**config.mk**
```make
export PLATFORM = sky130hd
export DESIGN_NAME = cbw_window_decode
export DESIGN_NICKNAME = d
export VERILOG_FILES = /design/src/hdl/cbw_pkg.sv /design/src/hdl/cbw_win_if.sv /design/src/hdl/cbw_win_cmp.sv /design/src/hdl/cbw_window_decode.sv
export SDC_FILE = /design/constraint.sdc
export NUM_CORES = 1
export LEC_CHECK = 0
export BUFFER_PORTS_ARGS = -buffer_cell sky130_fd_sc_hd__buf_4
export CAP_MARGIN = 30
export CORE_MARGIN = 4
export CORE_UTILIZATION = 40
export CTS_CLUSTER_SIZE = 40
export DETAILED_ROUTE_END_ITERATION = 16
export PLACE_DENSITY_LB_ADDON = 0.05
export SLEW_MARGIN = 0
export SYNTH_ARGS = -nofsm -noshare
export SYNTH_HDL_FRONTEND = slang
export SYNTH_SLANG_ARGS = --single-unit
```
**constraint.sdc**
```tcl
create_clock -name core_clk -period 3 [get_ports core_clk]
set_input_delay 0.15 -clock core_clk [delete_from_list [all_inputs] [get_ports core_clk]]
set_output_delay 0.15 -clock core_clk [all_outputs]
set_load 0.01 [all_outputs]
```
**src/hdl/cbw_pkg.sv**
```systemverilog
// constants for the cardbus bridge window and bus-number decode
package cbw_pkg;
  typedef logic [31:0] cbw_word_t;
  typedef logic [7:0] cbw_byte_t;

  // configuration byte offsets
  localparam logic [7:0] OFF_PRIMARY_BUS = 8'h18;
  localparam logic [7:0] OFF_SECONDARY_BUS = 8'h19;
  localparam logic [7:0] OFF_SUBORDINATE_BUS = 8'h1A;
  localparam logic [7:0] OFF_CARD_LATENCY = 8'h1B;
  localparam logic [7:0] OFF_MEM_BASE [2] = '{8'h1C, 8'h24};
  localparam logic [7:0] OFF_MEM_LIMIT [2] = '{8'h20, 8'h28};
  localparam logic [7:0] OFF_IO_BASE [2] = '{8'h2C, 8'h34};
  localparam logic [7:0] OFF_IO_LIMIT [2] = '{8'h30, 8'h38};

  // byte lanes inside the bus-number dword
  localparam int LANE_PRIMARY = 0;
  localparam int LANE_SECONDARY = 1;
  localparam int LANE_SUBORDINATE = 2;
  localparam int LANE_LATENCY = 3;

  // reset values
  localparam cbw_byte_t BUS_NUM_RESET = 8'h00;
  localparam cbw_byte_t LATENCY_RESET = 8'h00;
  localparam cbw_word_t WINDOW_RESET = 32'h0000_0000;

  // writable bit masks and fixed low fills
  localparam cbw_word_t MEM_WR_MASK = 32'hFFFF_F000;
  localparam cbw_word_t MEM_LIMIT_FILL = 32'h0000_0FFF;
  localparam cbw_word_t IO_WR_MASK = 32'h0000_FFFC;
  localparam cbw_word_t IO_LIMIT_FILL = 32'h0000_0003;
  localparam cbw_word_t READ_ZERO = 32'h0000_0000;

  typedef enum logic [1:0] {
    LAT_IDLE,
    LAT_COUNT,
    LAT_EXPIRED
  } cbw_lat_state_t;
endpackage

```
**src/hdl/cbw_win_if.sv**
```systemverilog
// carries one address window between the decode top and a comparator
`timescale 1ns/1ps
`default_nettype none
interface cbw_win_if;
  logic [31:0] low_addr;
  logic [31:0] high_addr;
  logic [31:0] probe_addr;
  logic enable;
  logic hit;

  modport owner (output low_addr, output high_addr, output probe_addr, output enable,
    input hit);
  modport compare (input low_addr, input high_addr, input probe_addr, input enable,
    output hit);
endinterface
`default_nettype wire

```
**src/hdl/cbw_win_cmp.sv**
```systemverilog
// inclusive range comparator for one address window
`timescale 1ns/1ps
`default_nettype none
module cbw_win_cmp (
  cbw_win_if.compare win
);
  // inside when base <= addr <= limit, only if the window is enabled
  assign win.hit = win.enable && (win.probe_addr >= win.low_addr) &&
    (win.probe_addr <= win.high_addr);
endmodule
`default_nettype wire

```
**src/hdl/cbw_window_decode.sv**
```systemverilog
// bus-number, latency-timer and window decode of a cardbus bridge
`timescale 1ns/1ps
`default_nettype none
module cbw_window_decode import cbw_pkg::*; #(
  parameter int LAT_W = 8
) (
  // clock and reset
  input wire logic core_clk,
  input wire logic reset_n,
  // configuration access
  input wire logic cfg_wr,
  input wire logic cfg_rd,
  input wire logic [7:0] cfg_addr,
  input wire logic [3:0] cfg_be,
  input wire logic [31:0] cfg_wdata,
  output logic [31:0] cfg_rdata,
  output logic cfg_rvalid,
  // configuration cycle forwarding
  input wire logic fwd_req,
  input wire logic [7:0] fwd_bus,
  output logic fwd_valid,
  output logic fwd_claim,
  output logic fwd_type0,
  output logic fwd_own_bus,
  // memory decode
  input wire logic mem_req,
  input wire logic mem_from_card,
  input wire logic [31:0] mem_addr,
  output logic mem_valid,
  output logic mem_forward,
  output logic [1:0] mem_win,
  output logic mem_prefetch,
  // io decode
  input wire logic io_req,
  input wire logic io_from_card,
  input wire logic [31:0] io_addr,
  output logic io_valid,
  output logic io_forward,
  output logic [1:0] io_win,
  // control bits held elsewhere
  input wire logic [1:0] win_prefetch,
  input wire logic io_base_sel,
  input wire logic io_limit_sel,
  // cardbus initiator tracking
  input wire logic cb_tick,
  input wire logic cb_frame_start,
  input wire logic cb_busy,
  input wire logic cb_data_done,
  output logic cb_lat_expired,
  output logic cb_terminate
);
  localparam int NWIN = 2;

  cbw_byte_t prim_reg, prim_next;
  cbw_byte_t sec_reg, sec_next;
  cbw_byte_t sub_reg, sub_next;
  logic [LAT_W-1:0] lat_reg, lat_next;
  cbw_word_t mem_base_reg [NWIN];
  cbw_word_t mem_base_next [NWIN];
  cbw_word_t mem_lim_reg [NWIN];
  cbw_word_t mem_lim_next [NWIN];
  cbw_word_t io_base_reg [NWIN];
  cbw_word_t io_base_next [NWIN];
  cbw_word_t io_lim_reg [NWIN];
  cbw_word_t io_lim_next [NWIN];
  logic [31:0] rdata_reg, rdata_next;
  logic rvalid_reg, rvalid_next;
  logic [5:0] dw;
  logic [31:0] be_mask;

  function automatic cbw_word_t merge(input cbw_word_t old, input cbw_word_t wd,
    input cbw_word_t m);
    merge = (old & ~m) | (wd & m);
  endfunction

  assign dw = cfg_addr[7:2];
  assign be_mask = {{8{cfg_be[3]}}, {8{cfg_be[2]}}, {8{cfg_be[1]}}, {8{cfg_be[0]}}};

  // register writes
  always_comb begin
    prim_next = prim_reg;
    sec_next = sec_reg;
    sub_next = sub_reg;
    lat_next = lat_reg;
    mem_base_next = mem_base_reg;
    mem_lim_next = mem_lim_reg;
    io_base_next = io_base_reg;
    io_lim_next = io_lim_reg;
    if (cfg_wr && dw == OFF_PRIMARY_BUS[7:2]) begin
      if (cfg_be[LANE_PRIMARY]) begin
        prim_next = cfg_wdata[8*LANE_PRIMARY +: 8];
      end
      if (cfg_be[LANE_SECONDARY]) begin
        sec_next = cfg_wdata[8*LANE_SECONDARY +: 8];
      end
      if (cfg_be[LANE_SUBORDINATE]) begin
        sub_next = cfg_wdata[8*LANE_SUBORDINATE +: 8];
      end
      if (cfg_be[LANE_LATENCY]) begin
        lat_next = cfg_wdata[8*LANE_LATENCY +: LAT_W];
      end
    end
    for (int k = 0; k < NWIN; k++) begin
      if (cfg_wr && dw == OFF_MEM_BASE[k][7:2]) begin
        mem_base_next[k] = merge(mem_base_reg[k], cfg_wdata, be_mask & MEM_WR_MASK);
      end
      if (cfg_wr && dw == OFF_MEM_LIMIT[k][7:2]) begin
        mem_lim_next[k] = merge(mem_lim_reg[k], cfg_wdata, be_mask & MEM_WR_MASK);
      end
      if (cfg_wr && dw == OFF_IO_BASE[k][7:2]) begin
        io_base_next[k] = merge(io_base_reg[k], cfg_wdata, be_mask & IO_WR_MASK);
      end
      if (cfg_wr && dw == OFF_IO_LIMIT[k][7:2]) begin
        io_lim_next[k] = merge(io_lim_reg[k], cfg_wdata, be_mask & IO_WR_MASK);
      end
    end
  end

  // register reads, answered one cycle after the strobe
  always_comb begin
    rdata_next = READ_ZERO;
    rvalid_next = cfg_rd;
    if (cfg_rd) begin
      if (dw == OFF_PRIMARY_BUS[7:2]) begin
        rdata_next[8*LANE_PRIMARY +: 8] = prim_reg;
        rdata_next[8*LANE_SECONDARY +: 8] = sec_reg;
        rdata_next[8*LANE_SUBORDINATE +: 8] = sub_reg;
        rdata_next[8*LANE_LATENCY +: LAT_W] = lat_reg;
      end
      for (int k = 0; k < NWIN; k++) begin
        if (dw == OFF_MEM_BASE[k][7:2]) begin
          rdata_next = mem_base_reg[k] & MEM_WR_MASK;
        end
        if (dw == OFF_MEM_LIMIT[k][7:2]) begin
          rdata_next = mem_lim_reg[k] & MEM_WR_MASK;
        end
        if (dw == OFF_IO_BASE[k][7:2]) begin
          rdata_next = (io_base_reg[k] & IO_WR_MASK) | {31'h0000_0000, io_base_sel};
        end
        if (dw == OFF_IO_LIMIT[k][7:2]) begin
          rdata_next = (io_lim_reg[k] & IO_WR_MASK) | {31'h0000_0000, io_limit_sel};
        end
      end
    end
  end

  always_ff @(posedge core_clk or negedge reset_n) begin
    if (!reset_n) begin
      prim_reg <= BUS_NUM_RESET;
      sec_reg <= BUS_NUM_RESET;
      sub_reg <= BUS_NUM_RESET;
      lat_reg <= LAT_W'(LATENCY_RESET);
      for (int k = 0; k < NWIN; k++) begin
        mem_base_reg[k] <= WINDOW_RESET;
        mem_lim_reg[k] <= WINDOW_RESET;
        io_base_reg[k] <= WINDOW_RESET;
        io_lim_reg[k] <= WINDOW_RESET;
      end
      rdata_reg <= READ_ZERO;
      rvalid_reg <= 1'b0;
    end else begin
      prim_reg <= prim_next;
      sec_reg <= sec_next;
      sub_reg <= sub_next;
      lat_reg <= lat_next;
      mem_base_reg <= mem_base_next;
      mem_lim_reg <= mem_lim_next;
      io_base_reg <= io_base_next;
      io_lim_reg <= io_lim_next;
      rdata_reg <= rdata_next;
      rvalid_reg <= rvalid_next;
    end
  end

  assign cfg_rdata = rdata_reg;
  assign cfg_rvalid = rvalid_reg;

  // window comparators
  logic [NWIN-1:0] mem_hit;
  logic [NWIN-1:0] io_hit;

  generate
    for (genvar k = 0; k < NWIN; k++) begin : g_win
      cbw_win_if mem_if ();
      cbw_win_if io_if ();
      assign mem_if.low_addr = mem_base_reg[k] & MEM_WR_MASK;
      assign mem_if.high_addr = (mem_lim_reg[k] & MEM_WR_MASK) | MEM_LIMIT_FILL;
      assign mem_if.probe_addr = mem_addr;
      assign mem_if.enable = |(mem_base_reg[k] & MEM_WR_MASK) ||
        |(mem_lim_reg[k] & MEM_WR_MASK);
      assign mem_hit[k] = mem_if.hit;
      assign io_if.low_addr = io_base_reg[k] & IO_WR_MASK;
      assign io_if.high_addr = (io_lim_reg[k] & IO_WR_MASK) | IO_LIMIT_FILL;
      assign io_if.probe_addr = io_addr;
      assign io_if.enable = |(io_base_reg[k] & IO_WR_MASK) ||
        |(io_lim_reg[k] & IO_WR_MASK);
      assign io_hit[k] = io_if.hit;
      cbw_win_cmp u_mem_cmp (
        .win(mem_if)
      );
      cbw_win_cmp u_io_cmp (
        .win(io_if)
      );
    end
  endgenerate

  // decode answers
  logic fwd_valid_reg, fwd_valid_next;
  logic fwd_claim_reg, fwd_claim_next;
  logic fwd_type0_reg, fwd_type0_next;
  logic fwd_own_reg, fwd_own_next;
  logic mem_valid_reg, mem_valid_next;
  logic mem_fwd_reg, mem_fwd_next;
  logic [1:0] mem_win_reg, mem_win_next;
  logic mem_pf_reg, mem_pf_next;
  logic io_valid_reg, io_valid_next;
  logic io_fwd_reg, io_fwd_next;
  logic [1:0] io_win_reg, io_win_next;

  always_comb begin
    fwd_valid_next = fwd_req;
    fwd_own_next = fwd_req && (fwd_bus == prim_reg);
    fwd_claim_next = fwd_req && (fwd_bus != prim_reg) && (fwd_bus >= sec_reg) &&
      (fwd_bus <= sub_reg);
    fwd_type0_next = fwd_claim_next && (fwd_bus == sec_reg);
    mem_valid_next = mem_req;
    mem_win_next = mem_req ? mem_hit : 2'h0;
    // from pci: inside goes down; from card: outside goes up
    mem_fwd_next = mem_req && ((|mem_hit) != mem_from_card);
    mem_pf_next = mem_req && |(mem_hit & win_prefetch);
    io_valid_next = io_req;
    io_win_next = io_req ? io_hit : 2'h0;
    io_fwd_next = io_req && ((|io_hit) != io_from_card);
  end

  always_ff @(posedge core_clk or negedge reset_n) begin
    if (!reset_n) begin
      fwd_valid_reg <= 1'b0;
      fwd_claim_reg <= 1'b0;
      fwd_type0_reg <= 1'b0;
      fwd_own_reg <= 1'b0;
      mem_valid_reg <= 1'b0;
      mem_fwd_reg <= 1'b0;
      mem_win_reg <= 2'h0;
      mem_pf_reg <= 1'b0;
      io_valid_reg <= 1'b0;
      io_fwd_reg <= 1'b0;
      io_win_reg <= 2'h0;
    end else begin
      fwd_valid_reg <= fwd_valid_next;
      fwd_claim_reg <= fwd_claim_next;
      fwd_type0_reg <= fwd_type0_next;
      fwd_own_reg <= fwd_own_next;
      mem_valid_reg <= mem_valid_next;
      mem_fwd_reg <= mem_fwd_next;
      mem_win_reg <= mem_win_next;
      mem_pf_reg <= mem_pf_next;
      io_valid_reg <= io_valid_next;
      io_fwd_reg <= io_fwd_next;
      io_win_reg <= io_win_next;
    end
  end

  assign fwd_valid = fwd_valid_reg;
  assign fwd_claim = fwd_claim_reg;
  assign fwd_type0 = fwd_type0_reg;
  assign fwd_own_bus = fwd_own_reg;
  assign mem_valid = mem_valid_reg;
  assign mem_forward = mem_fwd_reg;
  assign mem_win = mem_win_reg;
  assign mem_prefetch = mem_pf_reg;
  assign io_valid = io_valid_reg;
  assign io_forward = io_fwd_reg;
  assign io_win = io_win_reg;

  // card_latency_timer
  cbw_lat_state_t lat_state_reg, lat_state_next;
  logic [LAT_W-1:0] lat_cnt_reg, lat_cnt_next;
  logic expired_reg, expired_next;
  logic term_reg, term_next;

  always_comb begin
    lat_state_next = lat_state_reg;
    lat_cnt_next = lat_cnt_reg;
    term_next = 1'b0;
    unique case (lat_state_reg)
      LAT_IDLE: begin
        if (cb_frame_start) begin
          lat_cnt_next = lat_reg;
          lat_state_next = (lat_reg == '0) ? LAT_EXPIRED : LAT_COUNT;
        end
      end
      LAT_COUNT: begin
        if (!cb_busy) begin
          lat_state_next = LAT_IDLE;
        end else if (cb_tick) begin
          lat_cnt_next = lat_cnt_reg - LAT_W'(1);
          if (lat_cnt_reg == LAT_W'(1)) begin
            lat_state_next = LAT_EXPIRED;
          end
        end
      end
      LAT_EXPIRED: begin
        if (!cb_busy) begin
          lat_state_next = LAT_IDLE;
        end else if (cb_data_done) begin
          term_next = 1'b1;
          lat_state_next = LAT_IDLE;
        end
      end
    endcase
    expired_next = (lat_state_next == LAT_EXPIRED);
  end

  always_ff @(posedge core_clk or negedge reset_n) begin
    if (!reset_n) begin
      lat_state_reg <= LAT_IDLE;
      lat_cnt_reg <= '0;
      expired_reg <= 1'b0;
      term_reg <= 1'b0;
    end else begin
      lat_state_reg <= lat_state_next;
      lat_cnt_reg <= lat_cnt_next;
      expired_reg <= expired_next;
      term_reg <= term_next;
    end
  end

  assign cb_lat_expired = expired_reg;
  assign cb_terminate = term_reg;
endmodule
`default_nettype wire

```
==> results by group <==
Finish
  – Fill cell count: 3,140
  – Diode count: 0
  – Finished Layout Cells: 2,037
  – Layout net count: 1,864
  – Share of cells above drive strength 1: 22.8%
  – Area growth syn-to-layout: 25.8%

Timing
  – Max-slew headroom: 50.6%
  – F_max: 0.368 GHz
  – Fin. Hold Viols: 0
  – Final Max Tran Viols: 0
  – Least-Margin Pin Slew: 0.740 ns
  – Fin crit share: 90.6%
  – Endpoints failing setup: 0
  – Post-Route Skew: 0.0116 ns
  – Min cycle time layout: 2.72 ns
  – RSZ-0062 raised after global routing: false
  – Fin Setup TNS: 0 ns

Clock network
  – Worst-path clk slew: 0.06 ns
  – CTS tree: yes
  – Clock Path Buffers: 3
  – CTS Sinks: 226
  – Worst-skew pair later-pin latency: 0.56 ns
  – Cts bufs inserted: 28
  – H-Tree Depth: 1
  – Clk root buf: clkbuf_16
  – Post_cts resized: 0

Worst setup path
  – CP Max Fanout: 4
  – R2R depth: 8
  – CP Capture Type: flop
  – Crit path DAT: 3.17 ns
  – Critical path class: flop to flop
  – Slowest-stage cell, CP: or4_1
  – Crit path largest cell delay: 0.49 ns
  – Cell Chain, Critical Path: ha_1 -> nor4bb_1 -> a221oi_1 -> or4_1 -> a311o_1 -> a221oi_2 -> o21ai_0 -> and3_1
  – Critical Path RT: 3.45 ns
  – Critical path launch point type: flop

Placement
  – Post-Place Cells: 1,940
  – IO buf count: 178
  – GP Congestion: 0.902
  – Post-DP HPWL: 35.3 mm

Power
  – VDD IR max: 0.393 mV
  – Pwr dens: 565 nW/um^2
  – Leak: 0.00810 uW

Die
  – Core area: 32,900 sq um
  – Die Width: 191 um
  – Die Ht: 191 um
  – Die Footprint: 36,600 sq um
  – Starting density of the core: 40.9%
  – Num ports: 181
  – FP Rows: 66

Status
  – Status: complete, no violations

Synth
  – Synthesized instance count: 1,344
  – Sequential-to-total area share from yosys stat: 42.1%
  – List of most frequent post-synthesis cells: dfrtp_1 (226), inv_1 (159), ha_1 (157)
  – Async SR Flop Fraction: 100%
  – Yosys Warn Count: 0
  – Cell accounting for the most synthesized area: dfrtp_1
  – Synth top area share: 42.1%
  – Synth Register Bits: 226
  – Avg Cell Area, Syn: 9.99 sq um
  – Top post-synthesis cells by area: dfrtp_1 (42%), ha_1 (15%), mux2_2 (8.7%)
  – Netlist Area Pre-Place: 13,400 sq um
  – Most common cell in the synthesized netlist: dfrtp_1
  – Unique masters post-synth: 55
  – Primary FF master, synth: dfrtp_1
  – Mapped Nets: 1,634
  – Post-synth EDFFs: 0

Route
  – Initial DRC Count: 823
  – Drt drc: 0
  – Total number of vias: 11,400
  – Final antenna-violating net count: 0
  – Drt pass-1 iters: 6
  – Final WL: 45.5 mm
  – Via/cell ratio: 5.62
  – Avg WL per Cell: 22.3 um

Global routing
  – Vias in the first global route: 11,800
  – Grt ovf: 0
  – Antenna violations before repair: 0
  – Tot GR Track Use: 24.8%
  – First-pass GRT wire length: 69.8 mm
  – Largest net degree at the start of global routing: 74

Min path
  – Hold Path Stages: 5
  – Hold crit path type: input port to flop
  – Worst Hold Launch: cb_busy

Run
  – Maxcap violations: 0
## path summary, 6_finish.rpt
path | to | slack (ns)
min | lat_state_reg[0] | 0.08
min reg2reg | lat_cnt_reg[1] | 0.52
max | io_forward | 0.28
max reg2reg | io_forward | 0.28
max in group asynchronous | cfg_rdata[14] | 1.96
min in group asynchronous | mem_valid | 0.14
## per-layer routing
metal	share of wire, %	vias up	track usage (%)
met4	3.6	0	8.12
li1	-	5396	-
met3	4.8	91	2.76
met2	50	355	43.7
met5	0	-	0
met1	42	5606	31.7
## worst max-delay path: cells and delay by family (launching register included)
family | cells | cell delay (ns)
compound gates | 4 | 0.96
simple gates | 3 | 0.94
flops | 1 | 0.41
fa+ha+maj | 1 | 0.29
## power by group
group	switching, uW	internal, uW	leakage [uW]
Sequential	374	3370	0.00282
Clock	1410	2470	0.000527
Combinational	1050	876	0.00476
Total	2830	6720	0.00810
## area by class of cell
| cell class | count | area, sq um | area share [%] |
|---|---|---|---|
| timing repair buffer | 247 | 2000 | 11.9 |
| tap | 442 | 553 | 3.27 |
| inverter | 159 | 597 | 3.53 |
| multi-input combinational | 912 | 7000 | 41.5 |
| sequential | 226 | 5660 | 33.5 |
| clock buffer | 36 | 791 | 4.68 |
| clock inverter | 15 | 288 | 1.70 |
## repair_timing
| item | CTS | global route |
|---|---|---|
| hold endpoints to repair | 255 | 0 |
| hold buffers | 46 | 0 |
| buffers inserted | 0 | 0 |
| setup endpoints to repair | 0 | 0 |
## stage by stage
stage | setup WS [ns] | cell area [sq um] | util (%) | hold WS (ns) | power [uW]
finish | 0.281 | 16900 | 51.4 | 0.0784 | 9540
global route | 0.157 | 16900 | 51.4 | 0.0922 | 10100
CTS | 0.222 | 16900 | 51.4 | 0.0631 | 9640
detailed placement | 0.236 | 15400 | 46.7 | 0.177 | 5670
global placement | 0.265 | 15400 | 46.7 | 0.181 | 5620
floorplan | 0.600 | 13400 | - | -0.146 | 4820
## cell usage in the layout, fill, tap and decap left out, types with 39 or more instances in the layout
cell type,count
o21ai_0,88
nand2_1,109
dfrtp_1,226
buf_4,198
a21oi_1,80
inv_1,159
nor4_1,49
nand4_1,39
dlygate4sd3_1,46
mux2_2,104
ha_1,157
## cells by family (layout without fill, tap and decap cells)
group	after synthesis	after routing	share of synthesized area, %
compound gates	318	318	15.6
xor+xnor	8	8	0.522
fa+ha+maj	157	157	14.6
buf+inv	206	457	5.78
flops	226	226	42.1
mux	106	106	8.87
simple gates	323	323	12.5
No activity file was read; power rests on OpenSTA's default activity.
